`src/common/ata_wv_pkg.sv`:
```
// Notes on behaviour
// (RQ1) Codes 30h and 31h write the sector count (1 to 256) from the start sector.
// (RQ2) A write command raises DRQ at once; host data fills the sector buffer.
// (RQ3) A full sector in the buffer drops DRQ, raises BSY, starts the media write.
// (RQ4) Between sectors of a write: DRQ up, BSY down, interrupt for the next sector.
// (RQ5) Host moves exactly one sector per DRQ phase of a write.
// (RQ6) Head off the target track: seek first, then write or verify.
// (RQ7) Last sector written: BSY down and a completion interrupt.
// (RQ8) Error mid-write ends the command, posts status and error, no more DRQ.
// (RQ9) After an error the address registers hold the failing sector address.
// (RQ10) Normal completion of a write leaves the sector count reading 00h.
// (RQ11) Code 34h is the extended write, 1 to 65536 sectors, same handshake.
// (RQ12) Extended write and extended verify run in block addressing only.
// (RQ13) Code 40h verifies sectors on the media; DRQ never rises, no data out.
// (RQ14) A verify raises exactly one interrupt, at completion or on error.
// (RQ15) Code 42h is the extended verify, no data to the host.
// (RQ16) Code 3Ch behaves as write sector, 1 to 256, with no read-back.
// (RQ17) Host loads select, address and count before writing the command.
// (RQ18) Extended address and count bytes keep current and previous; HOB selects.
package ata_wv_pkg;

  // register offsets on the register port
  localparam logic [3:0] OFS_DATA     = 4'h0;
  localparam logic [3:0] OFS_FEATURES = 4'h1;
  localparam logic [3:0] OFS_SCOUNT   = 4'h2;
  localparam logic [3:0] OFS_SNUM     = 4'h3;
  localparam logic [3:0] OFS_CYL_LO   = 4'h4;
  localparam logic [3:0] OFS_CYL_HI   = 4'h5;
  localparam logic [3:0] OFS_DRVHEAD  = 4'h6;
  localparam logic [3:0] OFS_CMD_STAT = 4'h7;
  localparam logic [3:0] OFS_DEVCTL   = 4'h8;
  localparam logic [3:0] OFS_ERROR    = 4'h9;
  localparam logic [3:0] OFS_INT_STAT = 4'ha;
  localparam logic [3:0] OFS_INT_MASK = 4'hb;

  // index of a two-byte task-file register (offset minus one)
  localparam logic [2:0] TF_SCOUNT = 3'h1;
  localparam logic [2:0] TF_SNUM   = 3'h2;
  localparam logic [2:0] TF_CYL_LO = 3'h3;
  localparam logic [2:0] TF_CYL_HI = 3'h4;
  localparam int         TF_NUM    = 5;

  // command codes
  localparam logic [7:0] CMD_WRITE     = 8'h30;
  localparam logic [7:0] CMD_WRITE_NR  = 8'h31;
  localparam logic [7:0] CMD_WRITE_EXT = 8'h34;
  localparam logic [7:0] CMD_WRITE_VFY = 8'h3c;
  localparam logic [7:0] CMD_VERIFY    = 8'h40;
  localparam logic [7:0] CMD_VERIFY_EXT = 8'h42;

  // field positions
  localparam int ST_BSY     = 7;
  localparam int ST_DRDY    = 6;
  localparam int ST_DSC     = 4;
  localparam int ST_DRQ     = 3;
  localparam int ST_ERR     = 0;
  localparam int ERR_ABRT   = 2;
  localparam int DEVCTL_HOB = 7;
  localparam int DH_LBA     = 6;
  localparam int INT_CMD    = 0;
  localparam int INT_ERR    = 1;
  localparam int TRACK_LSB  = 12;

  // sector shape and addressing geometry
  localparam int         SECTOR_WORDS = 256;
  localparam logic [7:0] LAST_WORD    = 8'hff;
  localparam logic [3:0] LAST_HEAD    = 4'hf;
  localparam logic [7:0] SECT_PER_TRK = 8'h3f;

  // reset values
  localparam logic [7:0] RST_SCOUNT = 8'h01;
  localparam logic [7:0] RST_SNUM   = 8'h01;
  localparam logic [7:0] RST_BYTE   = 8'h00;
  localparam logic [1:0] RST_MASK   = 2'h3;

  typedef enum logic [1:0] {
    MOP_SEEK,
    MOP_WRITE,
    MOP_VERIFY
  } media_op_t;

endpackage

```
`src/rtl/ata_write_verify_sequencer.sv`:
```
`timescale 1ns/100ps
module ata_write_verify_sequencer
  import ata_wv_pkg::*;
(
  input  wire logic        CLK_I,
  input  wire logic        RST_N_I,
  input  wire logic [3:0]  ADDR_I,
  input  wire logic [15:0] WDATA_I,
  input  wire logic        WR_I,
  input  wire logic        RD_I,
  output logic      [15:0] RDATA_O,
  output logic             IRQ_O,
  output logic             MEDIA_REQ_O,
  output logic      [1:0]  MEDIA_OP_O,
  output logic      [47:0] MEDIA_ADDR_O,
  output logic             MEDIA_CHS_O,
  input  wire logic        MEDIA_DONE_I,
  input  wire logic        MEDIA_FAIL_I,
  input  wire logic [7:0]  MEDIA_ERRCODE_I,
  input  wire logic [7:0]  MEDIA_WIDX_I,
  output logic      [15:0] MEDIA_WDATA_O
);

  typedef enum logic [2:0] {
    S_IDLE,
    S_XFER,
    S_CHECK,
    S_SEEK,
    S_MEDIA
  } seq_state_t;

  seq_state_t  state_q, state_d;
  logic [7:0]  cur_q [TF_NUM];
  logic [7:0]  cur_d [TF_NUM];
  logic [7:0]  prev_q [TF_NUM];
  logic [7:0]  prev_d [TF_NUM];
  logic [7:0]  dh_q, dh_d;
  logic        hob_q, hob_d;
  logic        bsy_q, bsy_d;
  logic        drq_q, drq_d;
  logic        err_q, err_d;
  logic [7:0]  ecode_q, ecode_d;
  logic [47:0] addr_q, addr_d;
  logic [16:0] remain_q, remain_d;
  logic        wrc_q, wrc_d;
  logic        ext_q, ext_d;
  logic        chs_q, chs_d;
  logic [7:0]  widx_q, widx_d;
  logic [35:0] head_trk_q, head_trk_d;
  logic        req_q, req_d;
  media_op_t   op_q, op_d;
  logic        evt_cmd, evt_err;
  logic [1:0]  istat_q, istat_d;
  logic [1:0]  imask_q, imask_d;
  logic        irq_q, irq_d;
  logic [15:0] rdata_q, rdata_d;
  logic [15:0] mwdata_q;
  logic [15:0] buf_q [SECTOR_WORDS];
  logic        buf_we;
  logic [2:0]  tf_idx;
  logic        tf_hit;
  logic [7:0]  cmd;
  logic        is_ext, is_wr, is_vf, lba_mode;
  logic [47:0] start_addr, next_addr;
  logic [16:0] start_cnt;
  logic [35:0] tgt_trk;
  logic        adv;

  // task-file register addressed by the port
  assign tf_idx = ADDR_I[2:0] - 3'h1;
  assign tf_hit = (ADDR_I >= OFS_FEATURES) && (ADDR_I <= OFS_CYL_HI);

  // command decode and starting address from the task file
  always_comb begin
    cmd      = WDATA_I[7:0];
    lba_mode = dh_q[DH_LBA];
    is_ext   = (cmd == CMD_WRITE_EXT) || (cmd == CMD_VERIFY_EXT);
    is_wr    = (cmd == CMD_WRITE) || (cmd == CMD_WRITE_NR) ||          // RQ1
               (cmd == CMD_WRITE_EXT) || (cmd == CMD_WRITE_VFY);       // RQ11 RQ16
    is_vf    = (cmd == CMD_VERIFY) || (cmd == CMD_VERIFY_EXT);         // RQ13 RQ15
    if (is_ext) begin
      start_addr = {prev_q[TF_CYL_HI], prev_q[TF_CYL_LO], prev_q[TF_SNUM],
                    cur_q[TF_CYL_HI], cur_q[TF_CYL_LO], cur_q[TF_SNUM]};  // RQ18
      start_cnt  = {(prev_q[TF_SCOUNT] == RST_BYTE) && (cur_q[TF_SCOUNT] == RST_BYTE),
                    prev_q[TF_SCOUNT], cur_q[TF_SCOUNT]};             // RQ11
    end else begin
      if (lba_mode) begin
        start_addr = {20'h0, dh_q[3:0], cur_q[TF_CYL_HI], cur_q[TF_CYL_LO], cur_q[TF_SNUM]};
      end else begin
        start_addr = {16'h0, cur_q[TF_CYL_HI], cur_q[TF_CYL_LO], 4'h0, dh_q[3:0], cur_q[TF_SNUM]};
      end
      start_cnt = {8'h0, cur_q[TF_SCOUNT] == RST_BYTE, cur_q[TF_SCOUNT]}; // RQ1
    end
  end

  // track of the current sector and the address that follows it
  always_comb begin
    tgt_trk   = chs_q ? {20'h0, addr_q[31:16]} : addr_q[47:TRACK_LSB];
    next_addr = addr_q + 48'h1;
    if (chs_q) begin
      next_addr = addr_q;
      if (addr_q[7:0] >= SECT_PER_TRK) begin
        next_addr[7:0] = RST_SNUM;
        if (addr_q[11:8] == LAST_HEAD) begin
          next_addr[11:8]  = 4'h0;
          next_addr[31:16] = addr_q[31:16] + 16'h1;
        end else begin
          next_addr[11:8] = addr_q[11:8] + 4'h1;
        end
      end else begin
        next_addr[7:0] = addr_q[7:0] + 8'h1;
      end
    end
  end

  // sequencer and task file next state
  always_comb begin
    state_d    = state_q;
    cur_d      = cur_q;
    prev_d     = prev_q;
    dh_d       = dh_q;
    hob_d      = hob_q;
    bsy_d      = bsy_q;
    drq_d      = drq_q;
    err_d      = err_q;
    ecode_d    = ecode_q;
    addr_d     = addr_q;
    remain_d   = remain_q;
    wrc_d      = wrc_q;
    ext_d      = ext_q;
    chs_d      = chs_q;
    widx_d     = widx_q;
    head_trk_d = head_trk_q;
    req_d      = req_q && !MEDIA_DONE_I;
    op_d       = op_q;
    evt_cmd    = 1'b0;
    evt_err    = 1'b0;
    buf_we     = 1'b0;
    adv        = 1'b0;
    if (WR_I && (ADDR_I == OFS_DEVCTL)) begin
      hob_d = WDATA_I[DEVCTL_HOB];
    end
    unique case (state_q)
      S_IDLE: begin
        if (WR_I && tf_hit) begin
          prev_d[tf_idx] = cur_q[tf_idx];                             // RQ18
          cur_d[tf_idx]  = WDATA_I[7:0];
        end
        if (WR_I && (ADDR_I == OFS_DRVHEAD)) begin
          dh_d = WDATA_I[7:0];
        end
        if (WR_I && (ADDR_I == OFS_CMD_STAT)) begin
          err_d   = 1'b0;
          ecode_d = RST_BYTE;
          if (!(is_wr || is_vf) || (is_ext && !lba_mode)) begin       // RQ12
            err_d             = 1'b1;
            ecode_d[ERR_ABRT] = 1'b1;
            evt_cmd           = 1'b1;
            evt_err           = 1'b1;
          end else begin
            addr_d   = start_addr;
            remain_d = start_cnt;
            wrc_d    = is_wr;
            ext_d    = is_ext;
            chs_d    = !lba_mode;
            widx_d   = 8'h0;
            if (is_wr) begin
              drq_d   = 1'b1;                                         // RQ2
              state_d = S_XFER;
            end else begin
              bsy_d   = 1'b1;                                         // RQ13
              state_d = S_CHECK;
            end
          end
        end
      end
      S_XFER: begin
        if (WR_I && (ADDR_I == OFS_DATA)) begin
          buf_we = 1'b1;                                              // RQ2
          widx_d = widx_q + 8'h1;
          if (widx_q == LAST_WORD) begin
            drq_d   = 1'b0;                                           // RQ3 RQ5
            bsy_d   = 1'b1;
            state_d = S_CHECK;
          end
        end
      end
      S_CHECK: begin
        req_d = 1'b1;
        if (tgt_trk != head_trk_q) begin
          op_d    = MOP_SEEK;                                         // RQ6
          state_d = S_SEEK;
        end else begin
          op_d    = wrc_q ? MOP_WRITE : MOP_VERIFY;                   // RQ3 RQ16
          state_d = S_MEDIA;
        end
      end
      S_SEEK: begin
        if (MEDIA_DONE_I && !MEDIA_FAIL_I) begin
          head_trk_d = tgt_trk;                                       // RQ6
          req_d      = 1'b1;
          op_d       = wrc_q ? MOP_WRITE : MOP_VERIFY;
          state_d    = S_MEDIA;
        end
      end
      S_MEDIA: begin
        if (MEDIA_DONE_I && !MEDIA_FAIL_I) begin
          remain_d = remain_q - 17'h1;
          if (remain_q == 17'h1) begin
            bsy_d   = 1'b0;                                           // RQ7
            evt_cmd = 1'b1;                                           // RQ14
            cur_d[TF_SCOUNT]  = RST_BYTE;                             // RQ10
            prev_d[TF_SCOUNT] = RST_BYTE;
            state_d = S_IDLE;
          end else begin
            addr_d = next_addr;
            adv    = 1'b1;
            if (wrc_q) begin
              bsy_d   = 1'b0;                                         // RQ4
              drq_d   = 1'b1;
              evt_cmd = 1'b1;
              widx_d  = 8'h0;
              state_d = S_XFER;
            end else begin
              state_d = S_CHECK;                                      // RQ14
            end
          end
        end
      end
    endcase
    // media error: end the command, address stays at the failing sector
    if ((state_q == S_SEEK || state_q == S_MEDIA) && MEDIA_DONE_I && MEDIA_FAIL_I) begin
      bsy_d   = 1'b0;                                                 // RQ8
      drq_d   = 1'b0;
      err_d   = 1'b1;
      ecode_d = MEDIA_ERRCODE_I;
      evt_cmd = 1'b1;                                                 // RQ14
      evt_err = 1'b1;
      state_d = S_IDLE;                                               // RQ9
    end
    // mirror the sector in hand and the count left into the task file
    if (adv) begin
      cur_d[TF_SCOUNT]  = remain_d[7:0];
      prev_d[TF_SCOUNT] = remain_d[15:8];
      if (ext_q) begin
        cur_d[TF_SNUM]    = next_addr[7:0];                           // RQ9 RQ18
        cur_d[TF_CYL_LO]  = next_addr[15:8];
        cur_d[TF_CYL_HI]  = next_addr[23:16];
        prev_d[TF_SNUM]   = next_addr[31:24];
        prev_d[TF_CYL_LO] = next_addr[39:32];
        prev_d[TF_CYL_HI] = next_addr[47:40];
      end else if (chs_q) begin
        cur_d[TF_SNUM]   = next_addr[7:0];                            // RQ9
        cur_d[TF_CYL_LO] = next_addr[23:16];
        cur_d[TF_CYL_HI] = next_addr[31:24];
        dh_d[3:0]        = next_addr[11:8];
      end else begin
        cur_d[TF_SNUM]   = next_addr[7:0];                            // RQ9
        cur_d[TF_CYL_LO] = next_addr[15:8];
        cur_d[TF_CYL_HI] = next_addr[23:16];
        dh_d[3:0]        = next_addr[27:24];
      end
    end
  end

  always_ff @(posedge CLK_I or negedge RST_N_I) begin
    if (!RST_N_I) begin
      state_q    <= S_IDLE;
      for (int i = 0; i < TF_NUM; i++) begin
        cur_q[i]  <= RST_BYTE;
        prev_q[i] <= RST_BYTE;
      end
      cur_q[TF_SCOUNT] <= RST_SCOUNT;
      cur_q[TF_SNUM]   <= RST_SNUM;
      dh_q       <= RST_BYTE;
      hob_q      <= 1'b0;
      bsy_q      <= 1'b0;
      drq_q      <= 1'b0;
      err_q      <= 1'b0;
      ecode_q    <= RST_BYTE;
      addr_q     <= 48'h0;
      remain_q   <= 17'h0;
      wrc_q      <= 1'b0;
      ext_q      <= 1'b0;
      chs_q      <= 1'b0;
      widx_q     <= 8'h0;
      head_trk_q <= 36'h0;
      req_q      <= 1'b0;
      op_q       <= MOP_SEEK;
    end else begin
      state_q    <= state_d;
      cur_q      <= cur_d;
      prev_q     <= prev_d;
      dh_q       <= dh_d;
      hob_q      <= hob_d;
      bsy_q      <= bsy_d;
      drq_q      <= drq_d;
      err_q      <= err_d;
      ecode_q    <= ecode_d;
      addr_q     <= addr_d;
      remain_q   <= remain_d;
      wrc_q      <= wrc_d;
      ext_q      <= ext_d;
      chs_q      <= chs_d;
      widx_q     <= widx_d;
      head_trk_q <= head_trk_d;
      req_q      <= req_d;
      op_q       <= op_d;
    end
  end

  // sector buffer: host fills it, media side reads by index
  always_ff @(posedge CLK_I) begin
    if (buf_we) begin
      buf_q[widx_q] <= WDATA_I;
    end
  end

  always_ff @(posedge CLK_I or negedge RST_N_I) begin
    if (!RST_N_I) begin
      mwdata_q <= 16'h0;
    end else begin
      mwdata_q <= buf_q[MEDIA_WIDX_I];
    end
  end

  // interrupt status (write one to clear, set wins), mask, read data
  always_comb begin
    istat_d = istat_q;
    imask_d = imask_q;
    if (WR_I && (ADDR_I == OFS_INT_STAT)) begin
      istat_d = istat_q & ~WDATA_I[1:0];
    end
    if (WR_I && (ADDR_I == OFS_INT_MASK)) begin
      imask_d = WDATA_I[1:0];
    end
    istat_d[INT_CMD] = istat_d[INT_CMD] | evt_cmd;
    istat_d[INT_ERR] = istat_d[INT_ERR] | evt_err;
    irq_d   = |(istat_d & imask_d);
    rdata_d = 16'h0;
    if (RD_I) begin
      if (tf_hit) begin
        rdata_d[7:0] = hob_q ? prev_q[tf_idx] : cur_q[tf_idx];        // RQ18
      end else begin
        unique case (ADDR_I)
          OFS_DRVHEAD: rdata_d[7:0] = dh_q;
          OFS_CMD_STAT: begin
            rdata_d[ST_BSY]  = bsy_q;
            rdata_d[ST_DRDY] = 1'b1;
            rdata_d[ST_DSC]  = 1'b1;
            rdata_d[ST_DRQ]  = drq_q;                                 // RQ13
            rdata_d[ST_ERR]  = err_q;                                 // RQ8
          end
          OFS_DEVCTL:   rdata_d[DEVCTL_HOB] = hob_q;
          OFS_ERROR:    rdata_d[7:0] = ecode_q;
          OFS_INT_STAT: rdata_d[1:0] = istat_q;
          OFS_INT_MASK: rdata_d[1:0] = imask_q;
          default:      rdata_d = 16'h0;
        endcase
      end
    end
  end

  always_ff @(posedge CLK_I or negedge RST_N_I) begin
    if (!RST_N_I) begin
      istat_q <= 2'h0;
      imask_q <= RST_MASK;
      irq_q   <= 1'b0;
      rdata_q <= 16'h0;
    end else begin
      istat_q <= istat_d;
      imask_q <= imask_d;
      irq_q   <= irq_d;
      rdata_q <= rdata_d;
    end
  end

  // outputs straight from flip-flops
  assign RDATA_O       = rdata_q;
  assign IRQ_O         = irq_q;
  assign MEDIA_REQ_O   = req_q;
  assign MEDIA_OP_O    = op_q;
  assign MEDIA_ADDR_O  = addr_q;
  assign MEDIA_CHS_O   = chs_q;
  assign MEDIA_WDATA_O = mwdata_q;

endmodule

```
`config.mk`:
```
export PLATFORM = sky130hd
export DESIGN_NAME = ata_write_verify_sequencer
export DESIGN_NICKNAME = d
export VERILOG_FILES = /design/src/common/ata_wv_pkg.sv /design/src/rtl/ata_write_verify_sequencer.sv
export SDC_FILE = /design/constraint.sdc
export NUM_CORES = 2
export LEC_CHECK = 0
export BUFFER_PORTS_ARGS = -buffer_cell sky130_fd_sc_hd__buf_2
export CORE_MARGIN = 2
export CORE_UTILIZATION = 57
export CTS_CLUSTER_SIZE = 14
export DETAILED_ROUTE_END_ITERATION = 10
export GPL_TIMING_DRIVEN = 0
export HOLD_SLACK_MARGIN = 0.05
export PLACE_DENSITY = 0.76
export SLEW_MARGIN = 20
export SYNTH_ARGS = -nofsm -noshare
export SYNTH_HDL_FRONTEND = slang
export SYNTH_SLANG_ARGS = --single-unit
```
`constraint.sdc`:
```
create_clock -name CLK_I -period 2.9 [get_ports CLK_I]
set_input_delay 0.435 -clock CLK_I [delete_from_list [all_inputs] [get_ports CLK_I]]
set_output_delay 0.435 -clock CLK_I [all_outputs]
set_load 0.02 [all_outputs]
```
==> results.cfg <==
[finish]
final_layout_size_suffix_gt1_frac = 0.321
nets = 9571
final_cells = 13800
fillers = 17600
syn_to_final_growth_pct = 18.6

[timing]
max_slew_margin = 0.159
setup_violations = 625
finalHoldViolCount = 0
rsz0062_at_grt = yes
finClkSkew_ps = 114
worstMarginPinSlew_ps = 1260
whs_ps = 55.5
slew_violations = 0
fin_crit_ps = 3280
finalCritPeriodShare = 1.13
fmax_ghz = 0.305
setup_slack_ps = -376
final.setup.tns_ps = -27180

[min_path]
min_to = buf_q[150][1]
hp-start = WDATA_I[1]
hold_depth = 2
hp-class = input port to flop

[logic_synthesis]
synth.cell_area_um2 = 171000
ys_seq_elements = 4343
synth_edf_count = 4096
syn_inst = 8507
synth_most_common_cell = edfxtp_1
async_flop_share = 0.0569
synth.distinct_cells = 95
synthFlopType = edfxtp_1
synth.top_cell.area_share = 0.720
synth-seq-area-share = 0.756
synth_commonest_cells = 4,096 x edfxtp_1, 1,024 x mux4_2, 419 x nor2_1, 310 x clkbuf_1, 274 x nand2_1
syn_avg_cell_area_um2 = 20.1
ys_warn_count = 0
synth_top_area_cell = edfxtp_1
synth_area_leaders = edfxtp_1 72%, mux4_2 14%, dfrtp_1 3.6%, nor2_1 0.92%, mux2i_1 0.84%

[global_routing]
grt_overflow = 0
antenna_found_initial = 33
grt_pass1_wl_um = 768000
grt_max_degree = 123
first_global_vias = 96300
grt_usage = 0.369

[job]
maxCapViolCount = 0

[detailed_routing]
via_per_inst = 7.17
drt_iter0_drc = 18600
via_count = 99300
wl_um = 562000
drc = 0
dr.pass1.iters = 6
antenna_left = 0
wl_per_cell_um = 40.6

[die]
die_x_um = 551
fp.coreArea_um2 = 298000
start_util = 0.574
die_y_um = 551
die-area_um2 = 304000
io_pins = 127
core.rowCount = 200

[critical_path]
timing.rr.start = buf_q[101][7]
crit_chain = buf_2 -> buf_2 -> clkbuf_1 -> nand2_1 -> clkbuf_1 -> o22ai_1 -> nor3_2 -> nor3_4
max_stage_delay_ps = 1070
regToRegEndpoint = MEDIA_WDATA_O[7]
slowest_stage = o22ai_1
required_ps = 3810
endpoint_kind = flop
setup.worst_path.class = input port to flop
crit_buf_inv = 4
crit_family = buffers and inverters
crit_path_max_fanout = 10
crit_arrival_ps = 4190
reg2reg_depth = 6
rrSetupSlack_ps = -140
cp-start-kind = input port

[place]
port_buffers = 112
dp_cells = 12700
hpwl_um = 343000
gp_congestion = 1.03

[clock_tree]
cts_buffers = 423
h-tree-depth = 5
clk_pin_slew_ps = 60
root_buffer = clkbuf_16
cts_tree = built
clkSinkCount = 4343
clk_latency_ps = 1030
clockBufferDepth = 4

[status]
outcome = finished with violations
violations = setup timing

[pwr]
p_per_area_nw_per_um2 = 692
power.static_leakage_nw = 65.0
peakVddDrop_uv = 817
what timing repair did:
| action | in CTS | in global routing |
|---|---|---|
| pin swaps | 199 | 47 |
| setup endpoints to repair | 4302 | 3239 |
| gates cloned | 11 | 5 |
| endpoints found under the hold margin | 1006 | 3 |
| hold buffers | 70 | 1 |
| buffers inserted | 261 | 43 |
| resized for setup | 454 | 411 |
routing by layer:
layer	share of wire	wire [µm]	vias to the layer above	track usage
li1	-	-	37500	-
met1	0.33	186000	51100	0.488
met5	0.00076	425	-	0
met2	0.45	251000	8908	0.541
met3	0.15	83300	1677	0.118
met4	0.074	41700	18	0.222
layout by cell type (no fill, tap or decap), types with 112 or more instances in the layout:
| master | synthesis | final |
|---|---|---|
| nor2_1 | 419 | 134 |
| nor2_4 | 0 | 242 |
| buf_2 | 156 | 165 |
| mux2i_1 | 144 | 144 |
| clkbuf_1 | 310 | 209 |
| o22ai_1 | 153 | 134 |
| a22oi_1 | 122 | 112 |
| a21oi_1 | 167 | 152 |
| dfrtp_1 | 243 | 228 |
| buf_4 | 49 | 208 |
| edfxtp_1 | 4096 | 4096 |
| buf_12 | 0 | 198 |
| clkbuf_16 | 0 | 442 |
| o21ai_0 | 145 | 143 |
| mux4_2 | 1024 | 1024 |
| nand2_1 | 274 | 243 |
worst register-to-register path, stage by stage (launching register included):
cell and delay, ps:
edfxtp_1 330, mux4_2 280, o22ai_1 250, or4_1 640, nor2_4 300, nand4_1 660, nor3_4 520
how the worst max path moves through the flow:
stage	startpoint	endpoint	slack [ps]	cells after the start
CTS	widx_q[4]	buf_q[240][7]	-210	6
finish	MEDIA_WIDX_I[4]	MEDIA_WDATA_O[8]	-380	8
global placement	WDATA_I[4]	MEDIA_ADDR_O[2]	-4740	10
floorplan	ADDR_I[0]	prev_q[15]	-130	11
global route	MEDIA_WIDX_I[4]	MEDIA_WDATA_O[8]	-140	8
detailed placement	ADDR_I[0]	buf_q[146][9]	-3080	10
logic make-up after synthesis:
kind of cell | Yosys count | synth area share
XOR/XNOR | 74 | 0.00380
AND/OR/NAND/NOR | 1165 | 0.0328
adder cells (fa/ha/maj) | 14 | 0.00103
other | 1 | 0.0000220
buffers and inverters | 609 | 0.0158
AO/OA/AOI/OAI | 1102 | 0.0445
multiplexers | 1199 | 0.146
flip-flops | 4343 | 0.756
cell type report:
type | instances | area (µm²) | share of cell area
Sequential cell | 4343 | 129000 | 0.638
Multi-Input combinational cell | 3562 | 42300 | 0.209
Clock buffer | 511 | 11000 | 0.0542
Timing Repair Buffer | 601 | 8420 | 0.0416
Tap cell | 3939 | 4930 | 0.0243
Buffer | 536 | 3490 | 0.0172
Clock inverter | 277 | 2970 | 0.0146
Inverter | 48 | 183 | 0.000902
Antenna cell | 26 | 65.1 | 0.000321
power by group:
group | switching (mW) | leakage (nW) | internal (mW) | total [mW]
Clock | 24.7 | 6.74 | 31.3 | 56.0
Sequential | 1.65 | 39.9 | 69.6 | 71.3
Combinational | 8.58 | 18.4 | 4.37 | 12.9
per-stage QoR:
| step | power, mW | worst slack [ps] | utilization | cell area, µm² |
|---|---|---|---|---|
| after floorplan | 78.2 | -135 | - | 172000 |
| after global placement | 83.9 | -4740 | 0.597 | 178000 |
| after detailed placement | 84.1 | -3080 | 0.605 | 180000 |
| after CTS | 139 | -210 | 0.675 | 201000 |
| after global routing | 143 | -143 | 0.681 | 203000 |
| final | 140 | -376 | 0.681 | 203000 |
flip-flops by register name (all words and copies together) (netlist names), 2 cells and up:
signal / count
ecode_q: 8
MEDIA_ADDR_O: 48
remain_q: 17
head_trk_q: 36
cur_q: 40
MEDIA_OP_O: 2
RDATA_O: 8
dh_q: 8
state_q: 3
widx_q: 8
MEDIA_WDATA_O: 16
prev_q: 40
imask_q: 2
istat_q: 2
buf_q: 4096
No activity file was read; power rests on OpenSTA's default activity.
